[src/design/ldp_regs.svh]
// constants for the load-pair execution block
`ifndef LDP_REGS_SVH
`define LDP_REGS_SVH
`define LDP_ASI_PRIMARY 8'h80
`define LDP_ASI_QUAD_A 8'h24
`define LDP_ASI_QUAD_B 8'h2C
`define LDP_ASI_PRIV_BIT 7
`define LDP_WORD_OFS 64'h0000000000000004
`define LDP_IMM_W 13
`endif

[src/design/ldp_pkg.sv]
// types for the load-pair execution block
package ldp_pkg;
    typedef enum logic [2:0] {
        LDP_IDLE,
        LDP_REQ0,
        LDP_REQ1,
        LDP_DONE
    } ldp_state_t;

    typedef struct packed {
        logic alt;
        logic operand_sel;
        logic [4:0] dest_reg;
        logic [63:0] source_reg_a;
        logic [63:0] source_reg_b;
        logic [12:0] signed_offset_imm;
        logic [7:0] inline_space_id;
    } ldp_issue_t;

    typedef struct packed {
        logic bad_opcode;
        logic misalign;
        logic priv_action;
        logic access_fault;
        logic access_error;
        logic translation_miss;
        logic protection;
        logic phys_watch;
        logic virt_watch;
    } ldp_traps_t;

    typedef struct packed {
        ldp_state_t st;
        logic alt;
        logic [4:0] rd;
        logic [63:0] ea;
        logic [7:0] asi;
        logic [31:0] word0;
        logic mem_req;
        logic [63:0] mem_addr;
        logic [7:0] mem_asi;
        logic mem_lock;
        logic busy;
        logic wr_en;
        logic [4:0] wr_idx_even;
        logic wr_even_en;
        logic [63:0] wr_even;
        logic [63:0] wr_odd;
        logic quad_req;
        logic trap_valid;
        ldp_traps_t traps;
    } ldp_state_reg_t;
endpackage : ldp_pkg

[src/design/ldp_exec.sv]
// load-pair execution: address, checks, two word reads, pair commit
`timescale 1ns/10ps
`include "ldp_regs.svh"
// Function
// - word at address goes to even register, address plus 4 to odd
// - upper 32 bits of both destination registers are zero
// - destination zero writes only register 1
// - odd destination raises bad opcode trap, no load
// - little-endian: byte-swap each 32-bit word on its own
// - primary form always uses space identifier 80 hex
// - address is a plus b, or a plus sign-extended 13-bit immediate
// - successful load pair is atomic between its two reads
// - alternate space id from instruction or space register by select
// - space id bit 7 zero marks a privileged access
// - privileged space id in user mode raises privileged action trap
// - address not 8-byte aligned raises misalign trap
// - alternate ids 24 and 2C run as atomic quadword load
// - trap set per form; alternate adds privilege, drops access error
module ldp_exec (
    input wire logic core_clk_i,
    input wire logic nrst_i,
    input wire logic issue_valid_i,
    input wire ldp_pkg::ldp_issue_t issue_i,
    input wire logic privilege_state_bit_i,
    input wire logic [7:0] space_id_reg_i,
    input wire logic little_endian_i,
    input wire logic mem_ack_i,
    input wire logic [31:0] mem_rdata_i,
    input wire logic mem_access_fault_i,
    input wire logic mem_access_error_i,
    input wire logic mem_translation_miss_i,
    input wire logic mem_protection_i,
    input wire logic mem_phys_watch_i,
    input wire logic mem_virt_watch_i,
    output logic busy_o,
    output logic mem_req_o,
    output logic [63:0] mem_addr_o,
    output logic [7:0] mem_asi_o,
    output logic mem_lock_o,
    output logic quad_req_o,
    output logic wr_en_o,
    output logic wr_even_en_o,
    output logic [4:0] wr_idx_even_o,
    output logic [63:0] wr_even_data_o,
    output logic [63:0] wr_odd_data_o,
    output logic trap_valid_o,
    output ldp_pkg::ldp_traps_t traps_o
);
    logic nrst_meta_r;
    logic nrst_sync_r;
    ldp_pkg::ldp_state_reg_t s_r;
    ldp_pkg::ldp_state_reg_t s_nxt;

    always_ff @(posedge core_clk_i or negedge nrst_i)
    begin
        // release waits two edges so no flop leaves reset on a metastable level
        if (!nrst_i)
        begin
            nrst_meta_r <= 1'b0;
            nrst_sync_r <= 1'b0;
        end
        else
        begin
            nrst_meta_r <= 1'b1;
            nrst_sync_r <= nrst_meta_r;
        end
    end

    function automatic logic [31:0] ldp_swap(input logic [31:0] w,
                                             input logic le);
        ldp_swap = le ? {w[7:0], w[15:8], w[23:16], w[31:24]} : w;
    endfunction : ldp_swap

    logic [63:0] ea_calc;
    logic [7:0] asi_calc;
    logic [31:0] word_in;
    ldp_pkg::ldp_traps_t mem_traps;

    always_comb
    begin
        ea_calc = issue_i.source_reg_a + (issue_i.operand_sel ?
            {{(64-`LDP_IMM_W){issue_i.signed_offset_imm[`LDP_IMM_W-1]}},
             issue_i.signed_offset_imm}
            : issue_i.source_reg_b);
        if (!issue_i.alt)
            asi_calc = `LDP_ASI_PRIMARY;
        else
            asi_calc = issue_i.operand_sel ? space_id_reg_i
                                           : issue_i.inline_space_id;
        word_in = ldp_swap(mem_rdata_i, little_endian_i);
        mem_traps = '0;
        mem_traps.access_fault = mem_access_fault_i;
        mem_traps.access_error = mem_access_error_i & ~s_r.alt;
        mem_traps.translation_miss = mem_translation_miss_i;
        mem_traps.protection = mem_protection_i;
        mem_traps.phys_watch = mem_phys_watch_i;
        mem_traps.virt_watch = mem_virt_watch_i;
    end

    always_comb
    begin
        s_nxt = s_r;
        s_nxt.wr_en = 1'b0;
        s_nxt.trap_valid = 1'b0;
        s_nxt.quad_req = 1'b0;
        unique case (s_r.st)
            ldp_pkg::LDP_IDLE:
            begin
                // old traps show through the pulse cycle (memory traps from the DONE cycle on), then drop
                s_nxt.traps = '0;
                if (issue_valid_i)
                begin
                    s_nxt.alt = issue_i.alt;
                    s_nxt.rd = {issue_i.dest_reg[4:1], 1'b0};
                    s_nxt.ea = ea_calc;
                    s_nxt.asi = asi_calc;
                    s_nxt.traps.bad_opcode = issue_i.dest_reg[0];
                    s_nxt.traps.misalign = |ea_calc[2:0];
                    s_nxt.traps.priv_action = issue_i.alt
                        & ~privilege_state_bit_i
                        & ~asi_calc[`LDP_ASI_PRIV_BIT];
                    if (issue_i.dest_reg[0] || (|ea_calc[2:0])
                        || (issue_i.alt && !privilege_state_bit_i
                            && !asi_calc[`LDP_ASI_PRIV_BIT]))
                    begin
                        s_nxt.trap_valid = 1'b1;
                    end
                    else if (issue_i.alt && (asi_calc == `LDP_ASI_QUAD_A
                             || asi_calc == `LDP_ASI_QUAD_B))
                    begin
                        s_nxt.quad_req = 1'b1;
                    end
                    else
                    begin
                        s_nxt.busy = 1'b1;
                        s_nxt.mem_req = 1'b1;
                        s_nxt.mem_lock = 1'b1;
                        s_nxt.mem_addr = ea_calc;
                        s_nxt.mem_asi = asi_calc;
                        s_nxt.st = ldp_pkg::LDP_REQ0;
                    end
                end
            end
            ldp_pkg::LDP_REQ0:
            begin
                if (mem_ack_i)
                begin
                    if (|mem_traps)
                    begin
                        s_nxt.traps = mem_traps;
                        s_nxt.st = ldp_pkg::LDP_DONE;
                        s_nxt.mem_req = 1'b0;
                    end
                    else
                    begin
                        s_nxt.word0 = word_in;
                        s_nxt.mem_addr = s_r.ea + `LDP_WORD_OFS;
                        s_nxt.st = ldp_pkg::LDP_REQ1;
                    end
                end
            end
            ldp_pkg::LDP_REQ1:
            begin
                if (mem_ack_i)
                begin
                    s_nxt.mem_req = 1'b0;
                    s_nxt.st = ldp_pkg::LDP_DONE;
                    if (|mem_traps)
                        s_nxt.traps = mem_traps;
                    else
                    begin
                        s_nxt.wr_even = {32'h0, s_r.word0};
                        s_nxt.wr_odd = {32'h0, word_in};
                        s_nxt.wr_idx_even = s_r.rd;
                        s_nxt.wr_even_en = (s_r.rd != 5'h0);
                    end
                end
            end
            ldp_pkg::LDP_DONE:
            begin
                s_nxt.mem_lock = 1'b0;
                s_nxt.busy = 1'b0;
                s_nxt.trap_valid = |s_r.traps;
                s_nxt.wr_en = ~(|s_r.traps);
                s_nxt.st = ldp_pkg::LDP_IDLE;
            end
            default:
                s_nxt.st = ldp_pkg::LDP_IDLE;
        endcase
    end

    always_ff @(posedge core_clk_i or negedge nrst_sync_r)
    begin
        if (!nrst_sync_r)
        begin
            s_r <= '0;
            s_r.st <= ldp_pkg::LDP_IDLE;
        end
        else
            s_r <= s_nxt;
    end

    assign busy_o = s_r.busy;
    assign mem_req_o = s_r.mem_req;
    assign mem_addr_o = s_r.mem_addr;
    assign mem_asi_o = s_r.mem_asi;
    assign mem_lock_o = s_r.mem_lock;
    assign quad_req_o = s_r.quad_req;
    assign wr_en_o = s_r.wr_en;
    assign wr_even_en_o = s_r.wr_even_en;
    assign wr_idx_even_o = s_r.wr_idx_even;
    assign wr_even_data_o = s_r.wr_even;
    assign wr_odd_data_o = s_r.wr_odd;
    assign trap_valid_o = s_r.trap_valid;
    assign traps_o = s_r.traps;

    // trap checks resolve at issue, so no trapped pair reaches memory
    odd_dest_a: assert property (@(posedge core_clk_i)
        disable iff (!nrst_sync_r)
        issue_valid_i && !busy_o && issue_i.dest_reg[0]
        |=> trap_valid_o && traps_o.bad_opcode && !mem_req_o)
        else $error("odd destination not trapped");
    misalign_trap_a: assert property (@(posedge core_clk_i)
        disable iff (!nrst_sync_r)
        issue_valid_i && !busy_o && (|ea_calc[2:0])
        |=> trap_valid_o && traps_o.misalign && !mem_req_o)
        else $error("misaligned address not trapped");
    priv_trap_a: assert property (@(posedge core_clk_i)
        disable iff (!nrst_sync_r)
        issue_valid_i && !busy_o && issue_i.alt && !privilege_state_bit_i
        && !asi_calc[`LDP_ASI_PRIV_BIT]
        |=> trap_valid_o && traps_o.priv_action)
        else $error("privileged space not trapped");

    // address and space of the first word
    primary_asi_a: assert property (@(posedge core_clk_i)
        disable iff (!nrst_sync_r)
        $rose(mem_req_o) && !s_r.alt |-> mem_asi_o == `LDP_ASI_PRIMARY)
        else $error("primary form used wrong space");
    ea_form_a: assert property (@(posedge core_clk_i)
        disable iff (!nrst_sync_r)
        issue_valid_i && !busy_o && !issue_i.operand_sel ##1 mem_req_o
        |-> mem_addr_o == $past(issue_i.source_reg_a)
            + $past(issue_i.source_reg_b))
        else $error("register sum address wrong");
    space_inline_a: assert property (@(posedge core_clk_i)
        disable iff (!nrst_sync_r)
        issue_valid_i && !busy_o && issue_i.alt && !issue_i.operand_sel
        ##1 mem_req_o |-> mem_asi_o == $past(issue_i.inline_space_id))
        else $error("inline space id not used");
    space_reg_a: assert property (@(posedge core_clk_i)
        disable iff (!nrst_sync_r)
        issue_valid_i && !busy_o && issue_i.alt && issue_i.operand_sel
        ##1 mem_req_o |-> mem_asi_o == $past(space_id_reg_i))
        else $error("space register not used");

    // lock spans both reads so no other agent can split the pair
    lock_held_a: assert property (@(posedge core_clk_i)
        disable iff (!nrst_sync_r)
        mem_req_o |-> mem_lock_o)
        else $error("lock dropped during pair");
    pair_stable_a: assert property (@(posedge core_clk_i)
        disable iff (!nrst_sync_r)
        busy_o |=> $stable(s_r.ea) && $stable(s_r.rd))
        else $error("pair state changed while busy");
    second_addr_a: assert property (@(posedge core_clk_i)
        disable iff (!nrst_sync_r)
        s_r.st == ldp_pkg::LDP_REQ1
        |-> mem_addr_o == s_r.ea + `LDP_WORD_OFS)
        else $error("second word address wrong");

    // commit side: one pulse, both halves, only after every check
    upper_zero_a: assert property (@(posedge core_clk_i)
        disable iff (!nrst_sync_r)
        wr_en_o |-> wr_even_data_o[63:32] == 32'h0
        && wr_odd_data_o[63:32] == 32'h0)
        else $error("upper half not zero");
    no_partial_a: assert property (@(posedge core_clk_i)
        disable iff (!nrst_sync_r)
        trap_valid_o |-> !wr_en_o)
        else $error("write on trapped pair");
    commit_late_a: assert property (@(posedge core_clk_i)
        disable iff (!nrst_sync_r)
        wr_en_o |-> $past(s_r.st) == ldp_pkg::LDP_DONE && !busy_o)
        else $error("commit before pair finished");
    zero_dest_a: assert property (@(posedge core_clk_i)
        disable iff (!nrst_sync_r)
        wr_en_o && wr_idx_even_o == 5'h0 |-> !wr_even_en_o)
        else $error("register zero written");
    quad_route_a: assert property (@(posedge core_clk_i)
        disable iff (!nrst_sync_r)
        quad_req_o |-> !mem_req_o && !busy_o)
        else $error("quad load ran pair path");

    // main scenarios
    pair_done_c: cover property (@(posedge core_clk_i) wr_en_o);
    trap_seen_c: cover property (@(posedge core_clk_i) trap_valid_o);
    quad_seen_c: cover property (@(posedge core_clk_i) quad_req_o);
    zero_rd_c: cover property (@(posedge core_clk_i)
        wr_en_o && !wr_even_en_o);
    le_pair_c: cover property (@(posedge core_clk_i)
        wr_en_o && little_endian_i);
endmodule : ldp_exec

[config.mk]
export PLATFORM = sky130hd
export DESIGN_NAME = ldp_exec
export DESIGN_NICKNAME = d
export VERILOG_FILES = /design/src/design/ldp_pkg.sv /design/src/design/ldp_exec.sv
export VERILOG_INCLUDE_DIRS = /design/src /design/src/design
export SDC_FILE = /design/constraint.sdc
export NUM_CORES = 1
export LEC_CHECK = 0
export ABC_AREA = 0
export BUFFER_PORTS_ARGS = -buffer_cell sky130_fd_sc_hd__buf_2
export CAP_MARGIN = 5
export CORE_MARGIN = 4
export CORE_UTILIZATION = 45
export CTS_CLUSTER_SIZE = 28
export DETAILED_ROUTE_END_ITERATION = 8
export GPL_TIMING_DRIVEN = 0
export PLACE_DENSITY_LB_ADDON = 0.3
export SETUP_SLACK_MARGIN = 0.2
export SLEW_MARGIN = 20
export SYNTH_ARGS = -nofsm -noshare
export SYNTH_HDL_FRONTEND = slang
export SYNTH_SLANG_ARGS = --single-unit
export TNS_END_PERCENT = 100
[constraint.sdc]
create_clock -name core_clk_i -period 13.8 [get_ports core_clk_i]
set_clock_uncertainty 0.05 [all_clocks]
set_input_delay 2.76 -clock core_clk_i [delete_from_list [all_inputs] [get_ports core_clk_i]]
set_output_delay 2.76 -clock core_clk_i [all_outputs]
set_load 0.01 [all_outputs]
### Yosys cells after proc, flatten, opt, wreduce, memory -nomap -nowiden

Index checks and enable logic that the tools add are counted.

| cells by class | value |
|---|---|
| bitwise operators | 10 |
| reductions and logical operators | 27 |
| muxes and demuxes | 31 |
| $add $sub $neg | 2 |
| eq/ne operators | 14 |

Operators by type and width:

| cell | number |
|---|---|
| $mux 75 | 3 |
| $mux 64 | 2 |
| $pmux 64 s2 | 1 |
| $mux 81 | 1 |
| $mux 65 | 1 |
| $add 64x3->64 const B | 1 |
| $add 64x64->64 | 1 |
| $mux 32 | 1 |
| $mux 9 | 2 |
| $pmux 9 s2 | 1 |
| $eq 8x6->1 const B | 2 |
| $mux 8 | 2 |
| $ne 2x2->1 const B | 7 |
| $mux 3 | 4 |
| $pmux 3 s3 | 1 |
| $reduce_and 3->1 | 3 |
| $reduce_or 9->1 | 1 |
| $mux 1 | 8 |
| $reduce_and 4->1 | 2 |
| $not 1->1 | 7 |
| $reduce_and 7->1 | 1 |
| $eq 3x2->1 const B | 2 |
| $reduce_and 6->1 | 1 |
| $reduce_bool 2->1 | 3 |
| 18 further kinds | 26 |

| storage, ports and cells | value |
|---|---|
| word-level logic and storage cells | 113 |
| bits in registers | 270 |
| input bits | 208 |

### Logic depth before layout (Yosys ltp)

Gate-level depths: netlist (run 1).

| depth | value |
|---|---|
| word-level depth | 9 |
| depth in mapped cells | 19 |
| mapped depth without buffers | 14 |

### Least setup slack after synthesis (run 1)

No wires, ideal clock.

| path | value |
|---|---|
| path type | in2reg |
| from | input issue_i[154] (netlist bit) |
| to | register s_r, in the netlist mem_addr_o[62] |
| stages | 16 |
| setup slack | 7.214 ns |
| library setup time | 0.138 ns |
| arrival time | 6.398 ns |
| path through | buf_2 -> buf_1 -> mux2_2 -> ha_1 -> fa_1 -> a211oi_2 -> o21ai_1 -> a221oi_2 -> o21ai_1 -> a211oi_2 -> o211ai_1 -> a221oi_2 -> nor3_1 -> nor4_2 -> xor2_1 -> o221ai_1 |

| on the way | value |
|---|---|
| longest elaborated chain between the ends | 7 |

RTL lines:

| element | RTL line | text |
|---|---|---|
| from (decl) | ldp_exec.sv:23 | `input wire ldp_pkg::ldp_issue_t issue_i,` |
| $mux 64 or $mux 8 (tied branches) | ldp_exec.sv:81, ldp_exec.sv:88 |  |
| $add 64x64->64 or $mux 8 (tied branches) | ldp_exec.sv:81, ldp_exec.sv:85 |  |
| $reduce_or 3->1, or another cell as far along | ldp_exec.sv:122 | `if (issue_i.dest_reg[0] \|\| (\|ea_calc[2:0])` |
| $logic_or 1x1->1, or another cell as far along | ldp_exec.sv:122 |  |
| $logic_or 1x1->1 or $logic_and 1x1->1 (tied branches) | ldp_exec.sv:122, ldp_exec.sv:128 |  |
| $ne 2x2->1 (no source line) | - |  |
| $reduce_and 6->1 (no source line) | - |  |
| to (signal assigned) | ldp_exec.sv:200 | `s_r <= s_nxt;` |
| to (decl) | ldp_exec.sv:51 | `ldp_pkg::ldp_state_reg_t s_r;` |

Parallel ways exist; a longest one is shown, timed or not. The select of a mux whose other input is x is not followed.
A chain may end at the register's enable or synchronous reset.

### Worst setup path after layout (run 1)

| path | value |
|---|---|
| from | input issue_i[154] (netlist bit) |
| to | register s_r, in the netlist mem_addr_o[58] |

Same word-level chain as after synthesis.

==> impl_metrics.tcl, run 1 <==
set metrics [dict create \
    cts_buffers 28 \
    tightest_slew_ns 0.836 \
    core_sq_mm 0.0387 \
    cp_top_family "simple AND/OR/NAND/NOR gates" \
    initial_core_util_pct 45.7 \
    synth_edf_count 0 \
    grt.total_usage_pct 23.9 \
    drive_gt1_share_pct 31.6 \
    seq_area_frac_synth_pct 36.8 \
    n_antenna_cell 0 \
    r2r_end "mem_addr_o[38]$_DFFE_PN0P_" \
    worst_setup_path_end_kind "flop" \
    hp-class "flop to asynchronous set/reset pin" \
    final_util_pct 55.5 \
    synthCells 1978 \
    vias 15700 \
    place.gp.congestion 0.940 \
    rsz0062_at_grt "false" \
    yosys.area.top_type "dfrtp_1" \
    path_class "input port to flop" \
    cts_root_buffer "clkbuf_16" \
    ys_ff_latch 260 \
    vdd_drop_max_mv 0.0907 \
    nets 2716 \
    die_width_microns 206 \
    synth_top_area_share_pct 36.8 \
    place_hpwl_microns 42400 \
    rows 72 \
    drc 0 \
    worstSetupStartpointType "input port" \
    yosysMostFrequentCell "dfrtp_1" \
    cts_setup_buffers 0 \
    ff2ff_path_depth 8 \
    r2r_start "s_r[332]$_DFFE_PN0P_" \
    via_per_inst 5.26 \
    htree_num_levels 1 \
    status "complete, no violations" \
    first_pass_iters 5 \
    max_stage_delay_ns 0.65 \
    async_flop_share_pct 100 \
    wl_per_cell_microns 17.9 \
    io_pins 429 \
    clk_pin_slew_ns 0.06 \
    synth_common_cells "260 x dfrtp_1, 215 x buf_4, 179 x nor2_1, 178 x nand2_1, 149 x o21ai_0" \
    dieArea_sq_mm 0.0426 \
    slowest_stage "clkbuf_1" \
    cap_violations 0 \
    postSynthAreaPerCell_sq_um 8.95 \
    cts_tree "done" \
    cts_buffer_depth 3 \
    required_ns 14.19 \
    clock-sinks 260 \
    worst_ep_arrival_time_ns 8.04 \
    crit_cells 17 \
    slew_violations 0 \
    detail-route-antenna-nets 0 \
    totalWireLength_microns 53200 \
    synthTopCellsByArea "dfrtp_1 37%, buf_4 9.1%, mux2_2 7.0%, ha_1 4.9%, o21ai_0 4.2%" \
    report.final.setup_viol 0 \
    fin_crit_ns 7.64 \
    p_per_area_mw_per_mm2 171 \
    worst-r2r-setup-slack_ns 10.61 \
    die_y_microns 206 \
    grt_pass1_wl_microns 82100 \
    crit_chain "buf_2 -> buf_2 -> buf_1 -> mux2_2 -> ha_1 -> fa_1 -> xor2_1 -> or3_1 -> nor2_1 -> o21ai_1 -> nand2b_1 -> or2_1 -> clkbuf_1 -> nor2_1 -> clkbuf_1 -> nand2_1 -> o221ai_1" \
    max_freq_mhz 131 \
    cts_resized 0 \
    io_buffers 361 \
    clk_latency_ns 0.55 \
    grt_pass1_vias 15400 \
    hold_buffers 0 \
    ys_types 80 \
    antenna_found_initial 0 \
    syn2layout_area_growth_pct 21.4 \
    fin_crit_sh_pct 55.4 \
    ys.flop_type "dfrtp_1" \
    p_leak_nw 10.9 \
    setup_tns_ns 0 \
    max_slew_margin_pct 44.2 \
    netlist_area_sq_mm 0.0177 \
    grt_max_degree 57 \
    yosys_warnings 0 \
    grt-ovfl-total 0 \
    hold_viol 0 \
    critPathBufInv 5 \
    drt_iter0_markers 1064 \
    total_power_w 0.00367 \
    cp_max_fo 10 \
]
[worst register-to-register path, cell delays in order, from the launching register on]
cell and delay, ns:
dfrtp_1 0.41, inv_1 0.12, ha_1 0.20, clkbuf_1 0.44, o21ai_0 0.22, nand2_1 0.26
clkbuf_1 0.56, clkbuf_1 0.59, o21ai_0 0.21
[metal layers]
metal / routed length (microns) / GRT usage [%] / share of wire, % / up-vias
met1: 22300 / 31.5 / 42 / 7522
met5: 0 / 0 / 0 / -
met4: 1430 / 6.51 / 2.7 / 0
li1: - / - / - / 7509
met3: 3290 / 2.70 / 6.2 / 88
met2: 26100 / 41.9 / 49 / 534
[worst max path at each step]
stage / start / end / slack (ns)
global placement: nrst_sync_r$_DFF_PN0_ / mem_addr_o[20]$_DFFE_PN0P_ / 3.09
floorplan: nrst_sync_r$_DFF_PN0_ / mem_addr_o[0]$_DFFE_PN0P_ / 5.97
detailed placement: issue_i[154] / mem_addr_o[58]$_DFFE_PN0P_ / 5.63
global route: issue_i[154] / mem_addr_o[58]$_DFFE_PN0P_ / 5.85
CTS: issue_i[154] / mem_addr_o[58]$_DFFE_PN0P_ / 6.17
finish: issue_i[154] / mem_addr_o[58]$_DFFE_PN0P_ / 6.16
[flip-flops by register name (all words and copies together) (netlist names)]
signal,flops
s_r,103
mem_addr_o,64
wr_even_data_o,32
wr_odd_data_o,32
traps_o,9
mem_asi_o,8
wr_idx_even_o,4
mem_lock_o,1
mem_req_o,1
nrst_meta_r,1
nrst_sync_r,1
quad_req_o,1
trap_valid_o,1
wr_en_o,1
wr_even_en_o,1
[metrics by stage]
stage,setup slack (ns),area [sq um],instances,hold WS (ns)
5_1_grt,5.85,21500,2977,0.204
4_1_cts,6.17,21500,2977,0.186
6_report,6.16,21500,2977,0.175
3_5_place_dp,5.63,20500,2926,0.175
2_1_floorplan,5.97,17900,2042,0.281
3_3_place_gp,3.09,20400,2921,0.289
[logic make-up (layout without fill, tap and decap cells)]
logic type	after synthesis	after routing	synth area share, %
AOI/OAI and AO/OA	459	459	16.9
xor gates and xnor gates	122	122	6.04
adders and majority gates	70	70	4.99
buffers and inverters	408	825	13.3
DFF	260	260	36.8
muxes	144	144	8.95
other	2	66	0.0424
and+or+nand+nor	513	513	13.0
[where the power goes]
part | switching (W) | internal [W]
Sequential | 0.000232 | 0.00104
Combinational | 0.000857 | 0.000753
Clock | 0.000318 | 0.000464
Total | 0.00141 | 0.00226
[cells in the final DEF (no fill, tap or decap), types with 12 or more instances in the layout]
cell,Yosys,routed
and3_1,19,19
xnor2_1,74,74
buf_4,215,215
a21oi_1,109,109
xor2_1,48,48
clkbuf_16,0,29
nand3_1,46,46
o21a_1,12,12
nand2_1,178,178
nor2_1,179,179
a221oi_1,46,46
dfrtp_1,260,259
o21bai_1,14,14
clkbuf_1,90,92
inv_1,83,83
mux2i_1,33,33
buf_2,9,370
mux2_2,110,110
a21o_1,40,40
conb_1,2,66
o21ai_0,149,149
ha_1,69,69
nand4_1,27,27
nor3_1,13,13
[layout make-up]
| class | instances | area [sq um] |
|---|---|---|
| Buffer | 323 | 2030 |
| Clock buffer | 36 | 802 |
| Clock inverter | 15 | 158 |
| Fill cell | 3567 | 17200 |
| Inverter | 85 | 319 |
| Multi-Input combinational cell | 1374 | 9080 |
| Sequential cell | 260 | 6510 |
| Tap cell | 518 | 648 |
| Timing Repair Buffer | 366 | 1940 |
Power figures use the tool's default switching activity.
==> run 2, diff against run 1 <==
- clock period: 13.8 -> 6.7 ns (I/O delays scaled with it)
==> impl_metrics.tcl, run 2 (synthesis gave the netlist of run 1 again) <==
set metrics [dict create \
    cts_buffers 27 \
    grt-ovfl-total 0 \
    io_pins 429 \
    io_buffers 361 \
    max_freq_mhz 165 \
    status "complete, no violations" \
    dieArea_sq_mm 0.0426 \
    r2r_end "mem_addr_o[47]$_DFFE_PN0P_" \
    htree_num_levels 1 \
    fin_crit_ns 6.05 \
    required_ns 7.08 \
    hold_buffers 0 \
    layout_commonest_cell "buf_2" \
    cap_violations 0 \
    nets 2715 \
    tightest_slew_ns 0.823 \
    grt_pass1_wl_microns 81500 \
    rows 72 \
    final_util_pct 55.1 \
    whs_ns 0.151 \
    cts_buffer_depth 3 \
    vdd_drop_max_mv 0.209 \
    report.final.setup_viol 0 \
    grt_max_degree 56 \
    max_stage_delay_ns 0.63 \
    drc 0 \
    hp-class "flop to asynchronous set/reset pin" \
    antenna_found_initial 1 \
    p_leak_nw 10.9 \
    ff2ff_path_depth 9 \
    syn2layout_area_growth_pct 20.6 \
    worst-r2r-setup-slack_ns 3.54 \
    cts_root_buffer "clkbuf_16" \
    vias 15600 \
    drt_iter0_markers 955 \
    totalWireLength_microns 52700 \
    slowest_stage "clkbuf_1" \
    cts_tree "done" \
    place_hpwl_microns 42000 \
    seq_power_share_pct 35.6 \
    worstSetupStartpointType "input port" \
    initial_core_util_pct 45.7 \
    n_antenna_cell 0 \
    cp_max_fo 10 \
    slew_violations 0 \
    grt_pass1_vias 15500 \
    wl_per_cell_microns 17.7 \
    rsz0062_at_grt "false" \
    hold_viol 0 \
    die_y_microns 206 \
    combPwrFrac_pct 45.0 \
    crit_chain "buf_2 -> buf_2 -> buf_1 -> mux2_2 -> ha_1 -> fa_1 -> xor2_1 -> or3_1 -> nor2_1 -> o21ai_1 -> nand2b_1 -> or2_1 -> clkbuf_1 -> nor2_2 -> clkbuf_1 -> nand2_1 -> o221ai_1" \
    final_cell_mix "370 x buf_2, 259 x dfrtp_1, 215 x buf_4" \
    drive_gt1_share_pct 31.4 \
    r2r_start "s_r[332]$_DFFE_PN0P_" \
    clk_pin_slew_ns 0.06 \
    largest_reg_flops 103 \
    core_sq_mm 0.0387 \
    sw_frac_of_total_pct 38.9 \
    regMostFlops "s_r" \
    clock-sinks 260 \
    first_pass_iters 7 \
    max_slew_margin_pct 44.8 \
    crit_end "mem_addr_o[58]$_DFFE_PN0P_" \
    via_per_inst 5.25 \
    path_class "input port to flop" \
    intPower_w 0.00451 \
    grt.total_usage_pct 23.6 \
    clk_latency_ns 0.52 \
    crit_start "issue_i[154]" \
    worst_setup_path_end_kind "flop" \
    p_per_area_mw_per_mm2 345 \
    detail-route-antenna-nets 0 \
    die_width_microns 206 \
    p_sw_w 0.00287 \
    p_clk_share_pct 19.4 \
    worst_ep_arrival_time_ns 6.43 \
    fin_crit_sh_pct 90.2 \
    place.gp.congestion 0.957 \
]
==> run 2: cell types whose count changed in the layout (fill, tap and decap cells not counted), sizes merged <==
| cell | before | now |
|---|---|---|
| bufinv | 3 | 1 |
| clkbuf | 127 | 125 |
| clkinvlp | 3 | 1 |
| clkinv | 9 | 10 |
==> run 2: cell type report <==
| cell class | count | area (sq um) |
|---|---|---|
| Clock inverter | 12 | 91.3 |
| Buffer | 323 | 2030 |
| Timing Repair Buffer | 366 | 1940 |
| Tap cell | 518 | 648 |
| Fill cell | 3629 | 17400 |
| Multi-Input combinational cell | 1374 | 9080 |
| Inverter | 85 | 319 |
| Clock buffer | 34 | 732 |
| Sequential cell | 260 | 6510 |
==> run 2: timing repair <==
| item | CTS | global route |
|---|---|---|
| resized for setup | 0 | 1 |
| buffers inserted | 0 | 0 |
| endpoints found under the setup margin | 0 | 5 |
==> run 2: worst min path at each step <==
stage,from,end,cells after the start
after CTS,nrst_sync_r$_DFF_PN0_,wr_even_data_o[21]$_DFFE_PN0P_,0
after global routing,nrst_sync_r$_DFF_PN0_,wr_even_data_o[21]$_DFFE_PN0P_,0
after global placement,nrst_meta_r$_DFF_PN0_,nrst_sync_r$_DFF_PN0_,0
final,nrst_sync_r$_DFF_PN0_,wr_even_data_o[18]$_DFFE_PN0P_,0
after detailed placement,nrst_sync_r$_DFF_PN0_,wr_even_data_o[18]$_DFFE_PN0P_,0
after floorplan,nrst_meta_r$_DFF_PN0_,nrst_sync_r$_DFF_PN0_,0
==> run 2: power by group through the flow <==
stage | sequential [W] | clock [W] | combinational [W]
floorplan | 0.00251 | 0 | 0.00233
global placement | 0.00264 | 0 | 0.00321
detailed placement | 0.00264 | 0 | 0.00331
CTS | 0.00262 | 0.00146 | 0.00333
global route | 0.00269 | 0.00152 | 0.00366
finish | 0.00262 | 0.00143 | 0.00332
==> run 2: per-stage QoR <==
step | std cells | cell area, sq um | setup WS [ns] | total power, W | TNS [ns]
2_1_floorplan | 2042 | 17900 | 1.53 | 0.00483 | 0
3_3_place_gp | 2921 | 20400 | 0.0363 | 0.00585 | 0
3_5_place_dp | 2926 | 20500 | -0.0523 | 0.00595 | -0.176
4_1_cts | 2972 | 21400 | 0.463 | 0.00741 | 0
5_1_grt | 2972 | 21400 | 0.301 | 0.00788 | 0
6_report | 2972 | 21400 | 0.654 | 0.00737 | 0
==> run 2: critical path, delay by kind of cell <==
family	cells	cell delay, ns
mux	1	0.40
simple gates	6	1.74
buf+inv	5	1.73
fa+ha+maj	2	0.64
xor+xnor	1	0.17
compound gates	2	0.39
==> run 2: metal layers <==
layer	track usage [%]	vias up	share of wire, %
met5	0	-	0.025
met1	31.4	7462	43
met4	7.20	2	2.9
met3	2.82	93	6.0
li1	-	7499	-
met2	40.5	540	48
